<file path="src/rhgs_params.svh">
// Constants for the root hub global status block: offsets, bit positions, reset values
`ifndef RHGS_PARAMS_SVH
`define RHGS_PARAMS_SVH

// ---------------------------------------------------------------
// Register map (byte addresses)
// ---------------------------------------------------------------
`define RHGS_ADDR_W 8
`define RHGS_OFF_HUB_STATUS 8'h50
`define RHGS_OFF_PORT_FIRST 8'h54
`define RHGS_OFF_PORT_SECOND 8'h58
`define RHGS_OFF_IRQ_STATUS 8'h60
`define RHGS_OFF_IRQ_MASK 8'h64
`define RHGS_OFF_PORT_POWER 8'h68
`define RHGS_RESET_WORD 32'h0000_0000

// ---------------------------------------------------------------
// Hub status word fields
// ---------------------------------------------------------------
`define RHGS_BIT_LOCAL_POWER 0
`define RHGS_BIT_OC_IND 1
`define RHGS_BIT_WAKE 15
`define RHGS_BIT_LOCAL_CHG 16
`define RHGS_BIT_OC_CHG 17
`define RHGS_BIT_WAKE_CLR 31

// ---------------------------------------------------------------
// Interrupt status and mask fields
// ---------------------------------------------------------------
`define RHGS_IRQ_OC 0
`define RHGS_IRQ_RESUME 1
`define RHGS_IRQ_W 2

// ---------------------------------------------------------------
// Bus answers and widths
// ---------------------------------------------------------------
`define RHGS_RESP_OKAY 2'h0
`define RHGS_RESP_SLVERR 2'h2
`define RHGS_MASK_W 16

`endif

</file>
<file path="src/rhgs_pkg.sv">
// Types shared by the root hub global status modules
`include "rhgs_params.svh"

package rhgs_pkg;

    // Core state: wake, over-current, interrupts, port power
    typedef struct packed {
        logic wake_enable;
        logic oc_indicator;
        logic oc_change;
        logic [`RHGS_IRQ_W-1:0] irq_status;
        logic [`RHGS_IRQ_W-1:0] irq_mask;
        logic [`RHGS_MASK_W-1:0] port_power;
        logic resume_pulse;
    } rhgs_core_t;

    // Bus slave state
    typedef struct packed {
        logic aw_held;
        logic w_held;
        logic [`RHGS_ADDR_W-1:0] awaddr;
        logic [31:0] wdata;
        logic [3:0] wstrb;
        logic bvalid;
        logic [1:0] bresp;
        logic rvalid;
        logic [1:0] rresp;
        logic [31:0] rdata;
    } rhgs_slave_t;

    // Three-stage synchroniser state
    typedef struct packed {
        logic ff1;
        logic ff2;
        logic ff3;
        logic level;
    } rhgs_sync_t;

endpackage

</file>
<file path="src/rhgs_reg_if.sv">
// Register access carrier between the bus slave and the status core
`timescale 1ns/1ns
`default_nettype none
`include "rhgs_params.svh"

interface rhgs_reg_if;
    logic wr_en;
    logic [`RHGS_ADDR_W-1:0] wr_addr;
    logic [31:0] wr_data;
    logic [3:0] wr_strb;
    logic wr_err;
    logic [`RHGS_ADDR_W-1:0] rd_addr;
    logic [31:0] rd_data;
    logic rd_err;

    modport slave (
        output wr_en, wr_addr, wr_data, wr_strb, rd_addr,
        input wr_err, rd_data, rd_err
    );
    modport core (
        input wr_en, wr_addr, wr_data, wr_strb, rd_addr,
        output wr_err, rd_data, rd_err
    );
endinterface

`default_nettype wire

</file>
<file path="src/rhgs_top.sv">
// Root hub global status and power control core with its bus front end
//
// Added by the designer: the AXI4-Lite interface to the registers.
`timescale 1ns/1ns
`default_nettype none
`include "rhgs_params.svh"

module rhgs_top #(
    parameter int NUM_PORTS = 2
) (
    input wire logic aclk,
    input wire logic aresetn,
    // AXI4-Lite register port
    input wire logic [`RHGS_ADDR_W-1:0] awaddr,
    input wire logic awvalid,
    output logic awready,
    input wire logic [31:0] wdata,
    input wire logic [3:0] wstrb,
    input wire logic wvalid,
    output logic wready,
    output logic [1:0] bresp,
    output logic bvalid,
    input wire logic bready,
    input wire logic [`RHGS_ADDR_W-1:0] araddr,
    input wire logic arvalid,
    output logic arready,
    output logic [31:0] rdata,
    output logic [1:0] rresp,
    output logic rvalid,
    input wire logic rready,
    // Configuration from the descriptor registers
    input wire logic switching_mode_select,
    input wire logic [`RHGS_MASK_W-1:0] port_power_mask,
    input wire logic overcurrent_per_port,
    // Root hub side
    input wire logic overcurrent_field,
    input wire logic [`RHGS_MASK_W-1:0] connect_status_change,
    input wire logic bus_suspended,
    output logic resume_request,
    output logic [`RHGS_MASK_W-1:0] port_power_status,
    output logic irq
);

    // ---------------------------------------------------------------
    // Bus front end and over-current synchroniser
    // ---------------------------------------------------------------
    rhgs_reg_if regs ();

    rhgs_axi_slave u_slave (
        .aclk(aclk),
        .aresetn(aresetn),
        .awaddr(awaddr),
        .awvalid(awvalid),
        .awready(awready),
        .wdata(wdata),
        .wstrb(wstrb),
        .wvalid(wvalid),
        .wready(wready),
        .bresp(bresp),
        .bvalid(bvalid),
        .bready(bready),
        .araddr(araddr),
        .arvalid(arvalid),
        .arready(arready),
        .rdata(rdata),
        .rresp(rresp),
        .rvalid(rvalid),
        .rready(rready),
        .regs(regs)
    );

    logic oc_level;

    // The over-current pin comes from the port power switches, not this clock
    rhgs_sync u_oc_sync (
        .aclk(aclk),
        .aresetn(aresetn),
        .async_in(overcurrent_field),
        .level(oc_level)
    );

    // ---------------------------------------------------------------
    // Address decode
    // ---------------------------------------------------------------
    // Word match on the upper address bits; byte offset bits are ignored
    function automatic logic reg_hit(
        input logic [`RHGS_ADDR_W-1:0] addr,
        input logic [`RHGS_ADDR_W-1:0] offset
    );
        reg_hit = (addr[`RHGS_ADDR_W-1:2] == offset[`RHGS_ADDR_W-1:2]);
    endfunction

    // Expand byte enables so a lane that is not written carries zeros
    function automatic logic [31:0] lane_mask(input logic [3:0] strb);
        lane_mask = {{8{strb[3]}}, {8{strb[2]}}, {8{strb[1]}}, {8{strb[0]}}};
    endfunction

    logic wr_hub;
    logic wr_irq_status;
    logic wr_irq_mask;
    logic [31:0] wr_bits;

    assign wr_bits = regs.wr_data & lane_mask(regs.wr_strb);
    assign wr_hub = regs.wr_en && reg_hit(regs.wr_addr, `RHGS_OFF_HUB_STATUS);
    assign wr_irq_status = regs.wr_en && reg_hit(regs.wr_addr, `RHGS_OFF_IRQ_STATUS);
    assign wr_irq_mask = regs.wr_en && reg_hit(regs.wr_addr, `RHGS_OFF_IRQ_MASK);

    // Writes to the port status words are accepted and dropped
    assign regs.wr_err = !(reg_hit(regs.wr_addr, `RHGS_OFF_HUB_STATUS)
        || reg_hit(regs.wr_addr, `RHGS_OFF_PORT_FIRST)
        || reg_hit(regs.wr_addr, `RHGS_OFF_PORT_SECOND)
        || reg_hit(regs.wr_addr, `RHGS_OFF_IRQ_STATUS)
        || reg_hit(regs.wr_addr, `RHGS_OFF_IRQ_MASK)
        || reg_hit(regs.wr_addr, `RHGS_OFF_PORT_POWER));

    // ---------------------------------------------------------------
    // Command decode from the hub status word
    // ---------------------------------------------------------------
    // Only bits that software writes as one act; reserved bits are expected zero
    logic cmd_wake_set;
    logic cmd_wake_clr;
    logic cmd_power_on;
    logic cmd_power_off;
    logic cmd_oc_ack;

    assign cmd_wake_set = wr_hub && wr_bits[`RHGS_BIT_WAKE];
    assign cmd_wake_clr = wr_hub && wr_bits[`RHGS_BIT_WAKE_CLR];
    assign cmd_power_on = wr_hub && wr_bits[`RHGS_BIT_LOCAL_CHG];
    assign cmd_power_off = wr_hub && wr_bits[`RHGS_BIT_LOCAL_POWER];
    assign cmd_oc_ack = wr_hub && wr_bits[`RHGS_BIT_OC_CHG];

    // Ports that a global power command reaches in the present mode
    logic [`RHGS_MASK_W-1:0] power_target;

    genvar gp;
    generate
        for (gp = 0; gp < `RHGS_MASK_W; gp++) begin : g_target
            if (gp >= 1 && gp <= NUM_PORTS) begin : g_port
                // Mode zero ganged, mode one only ports with a clear mask bit
                assign power_target[gp] = !switching_mode_select
                    || !port_power_mask[gp];
            end else begin : g_none
                // Bit 0 of the mask is reserved and absent ports never power
                assign power_target[gp] = 1'b0;
            end
        end
    endgenerate

    // ---------------------------------------------------------------
    // Events
    // ---------------------------------------------------------------
    rhgs_pkg::rhgs_core_t c_reg;
    rhgs_pkg::rhgs_core_t c_next;
    logic oc_reported;
    logic oc_changed;
    logic resume_event;

    // Per-port reporting keeps the global indicator at zero
    assign oc_reported = overcurrent_per_port ? 1'b0 : oc_level;
    assign oc_changed = (oc_reported != c_reg.oc_indicator);

    // Connect change counts as a wake only while enabled and suspended
    assign resume_event = c_reg.wake_enable && bus_suspended
        && (|connect_status_change);

    // ---------------------------------------------------------------
    // Next state
    // ---------------------------------------------------------------
    always_comb begin
        c_next = c_reg;
        c_next.oc_indicator = oc_reported;
        c_next.resume_pulse = resume_event;

        // Clear is evaluated last so it beats a set in the same write
        if (cmd_wake_set) begin
            c_next.wake_enable = 1'b1;
        end
        if (cmd_wake_clr) begin
            c_next.wake_enable = 1'b0;
        end

        // A fresh change beats an acknowledge in the same cycle
        if (cmd_oc_ack) begin
            c_next.oc_change = 1'b0;
        end
        if (oc_changed) begin
            c_next.oc_change = 1'b1;
        end

        // Power on first, then power off, so an on-and-off write leaves ports off
        if (cmd_power_on) begin
            c_next.port_power = c_reg.port_power | power_target;
        end
        if (cmd_power_off) begin
            c_next.port_power = c_next.port_power & ~power_target;
        end

        // Interrupt mask and sticky status, write one to clear
        if (wr_irq_mask) begin
            c_next.irq_mask = wr_bits[`RHGS_IRQ_W-1:0];
        end
        if (wr_irq_status) begin
            c_next.irq_status = c_reg.irq_status & ~wr_bits[`RHGS_IRQ_W-1:0];
        end
        if (oc_changed) begin
            c_next.irq_status[`RHGS_IRQ_OC] = 1'b1;
        end
        if (resume_event) begin
            c_next.irq_status[`RHGS_IRQ_RESUME] = 1'b1;
        end
    end

    // Single state register; everything clears to zero at reset
    always_ff @(posedge aclk) begin
        if (!aresetn) begin
            c_reg <= '0;
        end else begin
            c_reg <= c_next;
        end
    end

    // ---------------------------------------------------------------
    // Read back
    // ---------------------------------------------------------------
    // Status in the low half-word, change bits in the high half
    logic [31:0] hub_word;

    always_comb begin
        hub_word = `RHGS_RESET_WORD;
        hub_word[`RHGS_BIT_OC_IND] = c_reg.oc_indicator;
        hub_word[`RHGS_BIT_WAKE] = c_reg.wake_enable;
        hub_word[`RHGS_BIT_OC_CHG] = c_reg.oc_change;
        // Local power and its change bit are unsupported and stay zero
        hub_word[`RHGS_BIT_LOCAL_POWER] = 1'b0;
        hub_word[`RHGS_BIT_LOCAL_CHG] = 1'b0;
    end

    // Read mux; the slave registers the result on the address handshake
    always_comb begin
        regs.rd_data = `RHGS_RESET_WORD;
        regs.rd_err = 1'b0;
        if (reg_hit(regs.rd_addr, `RHGS_OFF_HUB_STATUS)) begin
            regs.rd_data = hub_word;
        end else if (reg_hit(regs.rd_addr, `RHGS_OFF_PORT_FIRST)
            || reg_hit(regs.rd_addr, `RHGS_OFF_PORT_SECOND)) begin
            // Per-port status lives elsewhere; these words read as zero here
            regs.rd_data = `RHGS_RESET_WORD;
        end else if (reg_hit(regs.rd_addr, `RHGS_OFF_IRQ_STATUS)) begin
            regs.rd_data[`RHGS_IRQ_W-1:0] = c_reg.irq_status;
        end else if (reg_hit(regs.rd_addr, `RHGS_OFF_IRQ_MASK)) begin
            regs.rd_data[`RHGS_IRQ_W-1:0] = c_reg.irq_mask;
        end else if (reg_hit(regs.rd_addr, `RHGS_OFF_PORT_POWER)) begin
            regs.rd_data[`RHGS_MASK_W-1:0] = c_reg.port_power;
        end else begin
            regs.rd_err = 1'b1;
        end
    end

    // ---------------------------------------------------------------
    // Outputs
    // ---------------------------------------------------------------
    assign port_power_status = c_reg.port_power;
    assign resume_request = c_reg.resume_pulse;
    assign irq = |(c_reg.irq_status & c_reg.irq_mask);

endmodule

`default_nettype wire

</file>
<file path="src/rhgs_sync.sv">
// Three-stage synchroniser with agreement filter for one pin input
`timescale 1ns/1ns
`default_nettype none

module rhgs_sync (
    input wire logic aclk,
    input wire logic aresetn,
    input wire logic async_in,
    output logic level
);
    rhgs_pkg::rhgs_sync_t state_reg;
    rhgs_pkg::rhgs_sync_t state_next;

    // Shift chain; the level moves only once stages two and three agree
    always_comb begin
        state_next = state_reg;
        state_next.ff1 = async_in;
        state_next.ff2 = state_reg.ff1;
        state_next.ff3 = state_reg.ff2;
        if (state_reg.ff2 == state_reg.ff3) begin
            state_next.level = state_reg.ff3;
        end
    end

    always_ff @(posedge aclk) begin
        if (!aresetn) begin
            state_reg <= '0;
        end else begin
            state_reg <= state_next;
        end
    end

    assign level = state_reg.level;
endmodule

`default_nettype wire

</file>
<file path="src/rhgs_axi_slave.sv">
// AXI4-Lite slave front end for the root hub global status registers
`timescale 1ns/1ns
`default_nettype none
`include "rhgs_params.svh"

module rhgs_axi_slave (
    input wire logic aclk,
    input wire logic aresetn,
    input wire logic [`RHGS_ADDR_W-1:0] awaddr,
    input wire logic awvalid,
    output logic awready,
    input wire logic [31:0] wdata,
    input wire logic [3:0] wstrb,
    input wire logic wvalid,
    output logic wready,
    output logic [1:0] bresp,
    output logic bvalid,
    input wire logic bready,
    input wire logic [`RHGS_ADDR_W-1:0] araddr,
    input wire logic arvalid,
    output logic arready,
    output logic [31:0] rdata,
    output logic [1:0] rresp,
    output logic rvalid,
    input wire logic rready,
    rhgs_reg_if.slave regs
);
    rhgs_pkg::rhgs_slave_t s_reg;
    rhgs_pkg::rhgs_slave_t s_next;
    logic aw_take;
    logic w_take;
    logic do_write;

    // Address and data are accepted in either order and held until both are in
    assign awready = !s_reg.aw_held && !s_reg.bvalid;
    assign wready = !s_reg.w_held && !s_reg.bvalid;
    assign arready = !s_reg.rvalid;
    assign aw_take = awvalid && awready;
    assign w_take = wvalid && wready;
    assign do_write = (s_reg.aw_held || aw_take) && (s_reg.w_held || w_take);

    // Write strobe to the core; a held item wins over the live bus
    assign regs.wr_en = do_write;
    assign regs.wr_addr = s_reg.aw_held ? s_reg.awaddr : awaddr;
    assign regs.wr_data = s_reg.w_held ? s_reg.wdata : wdata;
    assign regs.wr_strb = s_reg.w_held ? s_reg.wstrb : wstrb;
    assign regs.rd_addr = araddr;

    // Channel bookkeeping
    always_comb begin
        s_next = s_reg;
        if (aw_take) begin
            s_next.aw_held = 1'b1;
            s_next.awaddr = awaddr;
        end
        if (w_take) begin
            s_next.w_held = 1'b1;
            s_next.wdata = wdata;
            s_next.wstrb = wstrb;
        end
        if (do_write) begin
            s_next.aw_held = 1'b0;
            s_next.w_held = 1'b0;
            s_next.bvalid = 1'b1;
            s_next.bresp = regs.wr_err ? `RHGS_RESP_SLVERR : `RHGS_RESP_OKAY;
        end else if (s_reg.bvalid && bready) begin
            s_next.bvalid = 1'b0;
        end
        // Read data is captured on the address handshake, so it never glitches
        if (arvalid && arready) begin
            s_next.rvalid = 1'b1;
            s_next.rdata = regs.rd_data;
            s_next.rresp = regs.rd_err ? `RHGS_RESP_SLVERR : `RHGS_RESP_OKAY;
        end else if (s_reg.rvalid && rready) begin
            s_next.rvalid = 1'b0;
        end
    end

    always_ff @(posedge aclk) begin
        if (!aresetn) begin
            s_reg <= '0;
        end else begin
            s_reg <= s_next;
        end
    end

    assign bvalid = s_reg.bvalid;
    assign bresp = s_reg.bresp;
    assign rvalid = s_reg.rvalid;
    assign rdata = s_reg.rdata;
    assign rresp = s_reg.rresp;
endmodule

`default_nettype wire

</file>
<file path="config.mk">
export PLATFORM = sky130hd
export DESIGN_NAME = rhgs_top
export DESIGN_NICKNAME = d
export VERILOG_FILES = /design/src/rhgs_pkg.sv /design/src/rhgs_reg_if.sv /design/src/rhgs_top.sv /design/src/rhgs_sync.sv /design/src/rhgs_axi_slave.sv
export VERILOG_INCLUDE_DIRS = /design/src /design/src/src
export SDC_FILE = /design/constraint.sdc
export NUM_CORES = 1
export LEC_CHECK = 0
export BUFFER_PORTS_ARGS = -buffer_cell sky130_fd_sc_hd__buf_2
export CORE_UTILIZATION = 42
export DETAILED_ROUTE_END_ITERATION = 10
export PLACE_DENSITY = 0.81
export SETUP_SLACK_MARGIN = 0.15
export SLEW_MARGIN = 20
export SYNTH_ARGS = -nofsm -noshare
export SYNTH_HDL_FRONTEND = slang
export SYNTH_SLANG_ARGS = --single-unit
</file>
<file path="constraint.sdc">
create_clock -name aclk -period 2.2 [get_ports aclk]
set_input_delay 0.33 -clock aclk [delete_from_list [all_inputs] [get_ports aclk]]
set_output_delay 0.33 -clock aclk [all_outputs]
set_load 0.02 [all_outputs]
</file>
# Word-level counts from Yosys, hierarchy flattened
# Index checks and enable logic that the tools add are counted.
[word_totals]
ff_bits = 112
elab_cells = 117
out_inout_bits = 59
inputBits = 95
[op_classes]
n_reduce_logical = 44
eq_ne = 14
bitwise_logic = 8
n_mux = 29
[op_table]
columns = ["cell", "count"]
rows = [
  ["== test 6 x 5 -> 1 bit, second input constant", 12],
  ["two-way mux 16 bit", 4],
  ["bitwise AND 32 bit", 1],
  ["two-way mux 32 bit", 1],
  ["two-way mux 14 bit", 2],
  ["logical AND 1 bit", 18],
  ["two-way mux 18 bit", 1],
  ["bitwise AND 16 bit", 1],
  ["NOT 3 -> 16 bit", 1],
  ["bitwise OR 16 x 3 -> 16 bit", 1],
  ["OR reduction 16 bit", 1],
  ["two-way mux 1 bit", 14],
  ["logical OR 1 bit", 10],
  ["two-way mux 2 bit", 5],
  ["nonzero test 2 bit", 5],
  ["two-way mux 8 bit", 1],
  ["zero test 1 bit", 7],
  ["OR reduction 2 bit", 3],
  ["bitwise AND 2 bit", 2],
  ["two-way mux 4 bit", 1],
  ["NOT 2 bit", 1],
  ["== test 1 bit", 1],
  ["!= test 1 bit", 1],
  ["NOT 1 bit", 1],
]

# Longest topological paths before layout
[logic_depth]
ltp_word = 10
depth_mapped = 6
mapped_depth_nobuf = 4

# Hierarchy
# From an unflattened synthesis, not the netlist that was laid out.
[hier_totals]
cells_unflattened = 549
area_unflattened_um2 = 4858.4
[modules_own_cells]
columns = ["mod", "n_inst", "area_each_um2", "cells_per_inst", "seq_area_each_um2"]
rows = [
  ["rhgs_axi_slave", 1, 3983.8, 447, 1641.6],
  ["rhgs_top", 1, 758.2, 92, 200.2],
  ["rhgs_sync", 1, 116.4, 10, 80.1],
]

# Least setup slack after synthesis
# No wires, ideal clock.
[synth_timing]
kind = "flip-flop to flip-flop"
from = "register u_slave.s_reg[83] (netlist name)"
to = "register u_slave.s_reg[79] (netlist name)"
setup_slack_ps = 563
required_ps = 2072
arrival_time_ps = 1510
path_stages_with_launch = 7
n_path_buf = 2
setup_ps = 128
period_less_slack_ps = 1637
path_cell_list = "dfxtp_1 > buf_4 > nor2_1 > and2_1 > clkbuf_1 > mux2i_1 > nor2_1"
[synth_via]
elab_chain_len = 3
[synth_rtl]
columns = ["element", "line_no", "source"]
rows = [
  ["start, declared", "rhgs_axi_slave.sv:28", "rhgs_pkg::rhgs_slave_t s_reg;"],
  ["start signal, assigned", "rhgs_axi_slave.sv:83", "s_reg <= s_next;"],
  ["zero test 1 bit", "rhgs_axi_slave.sv:35", "assign awready = !s_reg.aw_held && !s_reg.bvalid;"],
  ["logical AND 1 bit", "rhgs_axi_slave.sv:35", ""],
  ["named net awready", "rhgs_top.sv:16", "output logic awready,"],
  ["logical AND 1 bit", "rhgs_axi_slave.sv:38", "assign aw_take = awvalid && awready;"],
]
# The timed path passes the listed nets, and every way through them passes these cells.
# A chain may end at the register's enable or synchronous reset.

# Final worst setup path
[layout_timing]
from = "register u_slave.s_reg[83] (netlist name)"
to = "register u_slave.s_reg, in the netlist u_slave.bresp[1]"
[layout_via]
elab_chain_len = 8
word_cells_on_any_way = 18
classes_between = "eq/ne (6); mux (2); reduce/logical (10)"
[layout_rtl]
columns = ["element", "line_no", "source"]
rows = [
  ["two-way mux 8 bit", "rhgs_axi_slave.sv:44", "assign regs.wr_addr = s_reg.aw_held ? s_reg.awaddr : awaddr;"],
  ["== test 6 x 5 -> 1 bit", "rhgs_top.sv:90", "reg_hit = (addr[`RHGS_ADDR_W-1:2] == offset[`RHGS_ADDR_W-1:2]);"],
  ["logical OR 1 bit (5 in series)", "rhgs_top.sv:109", "assign regs.wr_err = !(reg_hit(regs.wr_addr, `RHGS_OFF_HUB_STATUS)"],
  ["two-way mux 2 bit (no source line)", "n/a", ""],
]
# Several ways; a longest one is shown, not always the timed one.

==> flow_summary.toml <==
[clocking]
root_buffer = "clkbuf_8"
htreeDepth = 2
clkTransAtPathRegs_ps = 80
cts_buffers = 5
ctsHoldBuffers = 0
cts_tree = "yes"
post_cts_buffers = 0
clock_path_buffers = 2
insertion_delay_ps = 300
numClockSinks = 41
post_cts_resize_count = 0

[power]
cellLeakagePower_nw = 1.14
p_sw_w = 0.000503
switching_share_pct = 28.3
total_power_w = 0.00178
comb_power_share_pct = 18.7
max-vdd-ir-drop_v = 0.000414
power_density_nw_per_um2 = 700
intPower_w = 0.00127
power_frac_clock_pct = 35.2
p_seq_share_pct = 46.1

[worst_setup_path]
cp.buffers_inverters = 0
cpMaxStageDelayCell = "dfxtp_1"
worstSetupPathType = "register to register"
rr_endpoint = "u_slave.bresp[1]"
crit_path_max_fanout = 14
crit_chain = "or3b_2 > a22oi_1 > or4_1 > a221oi_1"
arrival_ps = 2020
crit_required_ps = 2400
ff2ff_path_depth = 4
slowest_delay_ps = 560
critPathTopFamily = "simple AND/OR/NAND/NOR gates"
rrSetupSlack_ps = 370
startpoint = "u_slave.s_reg[83]"
cp-end-kind = "register"
reg2reg_from = "u_slave.s_reg[83]"
startpoint_type = "register"

[drt]
routed_wl_um = 4610
remaining_drc_errors = 0
routedWlPerCell_um = 11.8
viasPerCell = 4.90
vias = 1910
drtIter0Drc = 69
ant_nets = 0
firstDrtPassIters = 4

[timing]
maxSlewViolCount = 0
finalSetupTns_ps = 0
worst_slew_pin_slew_ps = 571
clock-skew-final_ps = 6.92
max_freq_mhz = 547
setup_viol = 0
slew_headroom_pct = 61.9
rsz0062_at_grt = "no"
hold_violations = 0
period_share_pct = 83.0
post-route-min-period_ps = 1830

[floorplan]
die_y_um = 75.4
fp.dieW_um = 75.4
die_area_um2 = 5680
fp-row-count = 26
start_util_pct = 44.0
ios = 154
core_um2 = 5140

[synthesis]
ys_seq_elements = 41
async_flop_share_pct = 0
synthFlopType = "dfxtp_1"
synth_area_per_cell_um2 = 8.60
ys_seq_area_share_pct = 36.3
synthesis.area_um2 = 2260
synth_edf_count = 0
syn_inst = 263
yosysUniqueCellTypes = 42
yosys_warnings = 0

[placed_design]
hpwl_um = 3610
portBuffers = 66
gp_congestion = 0.907

[cells_and_area]
drive_above_1_share_pct = 25.9
mostFrequentLayoutCells = "66 x buf_2, 43 x conb_1, 41 x dfxtp_1"
area_growth_syn_to_layout_pct = 12.1
nets = 414
largest_reg_flops = 18
antenna_cells = 0
final_common_cell = "buf_2"

[outcome]
run_status = "completed"

[min_path]
hold_path.class = "input port to register"
min_path_cells = 2
hp-start = "rready"
hold_end = "u_slave.rvalid"

[global_routing]
grt_usage_pct = 16.1
grt_max_degree = 23
grt_overflow_total = 0
grt_pass1_wl_um = 6840
grt_pass1_vias = 1603
antenna_found_initial = 0

[flow_run]
drv_cap = 0
## cell usage after synthesis, drive strengths merged (2+ instances only)
cell type	instances	area [um2]
dfxtp	41	821
a221oi	3	26.3
nand2b	6	37.5
a41oi	2	17.5
or3b	5	43.8
nor3	2	10.0
a311oi	4	35.0
nand3	11	55.1
nand2	15	56.3
a22o	2	17.5
a22oi	3	27.5
nor2	24	90.1
nand3b	4	30.0
a31oi	3	18.8
a21oi	11	55.1
nor2b	2	12.5
buf	55	410
o21ai	10	50.1
clkbuf	6	22.5
inv	5	18.8
nor4	5	31.3
and2	7	45.1
nand4	2	12.5
xnor2	3	26.3
a211oi	2	15.0
xor2	2	17.5
mux2i	18	180
## power by group through the flow
| stage | logic [W] | clock network, W | registers (W) |
|---|---|---|---|
| floorplan | 0.000307 | 0 | 0.000824 |
| global placement | 0.000323 | 0 | 0.000833 |
| detailed placement | 0.000330 | 0 | 0.000836 |
| CTS | 0.000331 | 0.000631 | 0.000818 |
| global route | 0.000368 | 0.000662 | 0.000825 |
| finish | 0.000331 | 0.000626 | 0.000818 |
## worst max path at each step
stage / end / slack, ps / depth (start not counted)
2_1_floorplan: u_slave.s_reg[79] / 560 / 6
3_3_place_gp: c_reg[20] / 430 / 5
3_5_place_dp: u_slave.bresp[1] / 380 / 4
4_1_cts: u_slave.bresp[1] / 350 / 4
5_1_grt: c_reg[17] / 260 / 4
6_report: u_slave.bresp[1] / 370 / 4
## cells by family after synthesis
logic type	after synthesis	share of synthesized area, %
simple gates	87	20.1
buf+inv	66	20.0
compound gates	45	13.6
other cells	1	0.166
mux	18	7.96
flops	41	36.3
xor+xnor	5	1.94
## layout make-up
cell class	count	area [um2]
tap	70	87.6
sequential	41	821
timing repair buffer	68	345
clock buffer	7	86.3
multi-input combinational	198	1150
inverter	5	18.8
fill	517	2600
clock inverter	1	30.0
## per-layer routing
layer  routed length, um  vias up  track usage, %
met5                   0        -               0
met4                  56        0            6.38
met3                 357        6            5.16
met2                2190       86            27.5
met1                2010      883            18.9
li1                    -      935               -
## through the flow
step	setup WS [ps]	hold slack [ps]	utilization (%)	instances	area, um2
2_1_floorplan	563	412	-	305	2420
3_3_place_gp	431	421	47.1	382	2420
4_1_cts	354	208	49.3	390	2540
6_report	373	208	49.3	390	2540
5_1_grt	264	211	49.3	390	2540
3_5_place_dp	375	428	47.1	382	2420
Power figures use the tool's default switching activity.
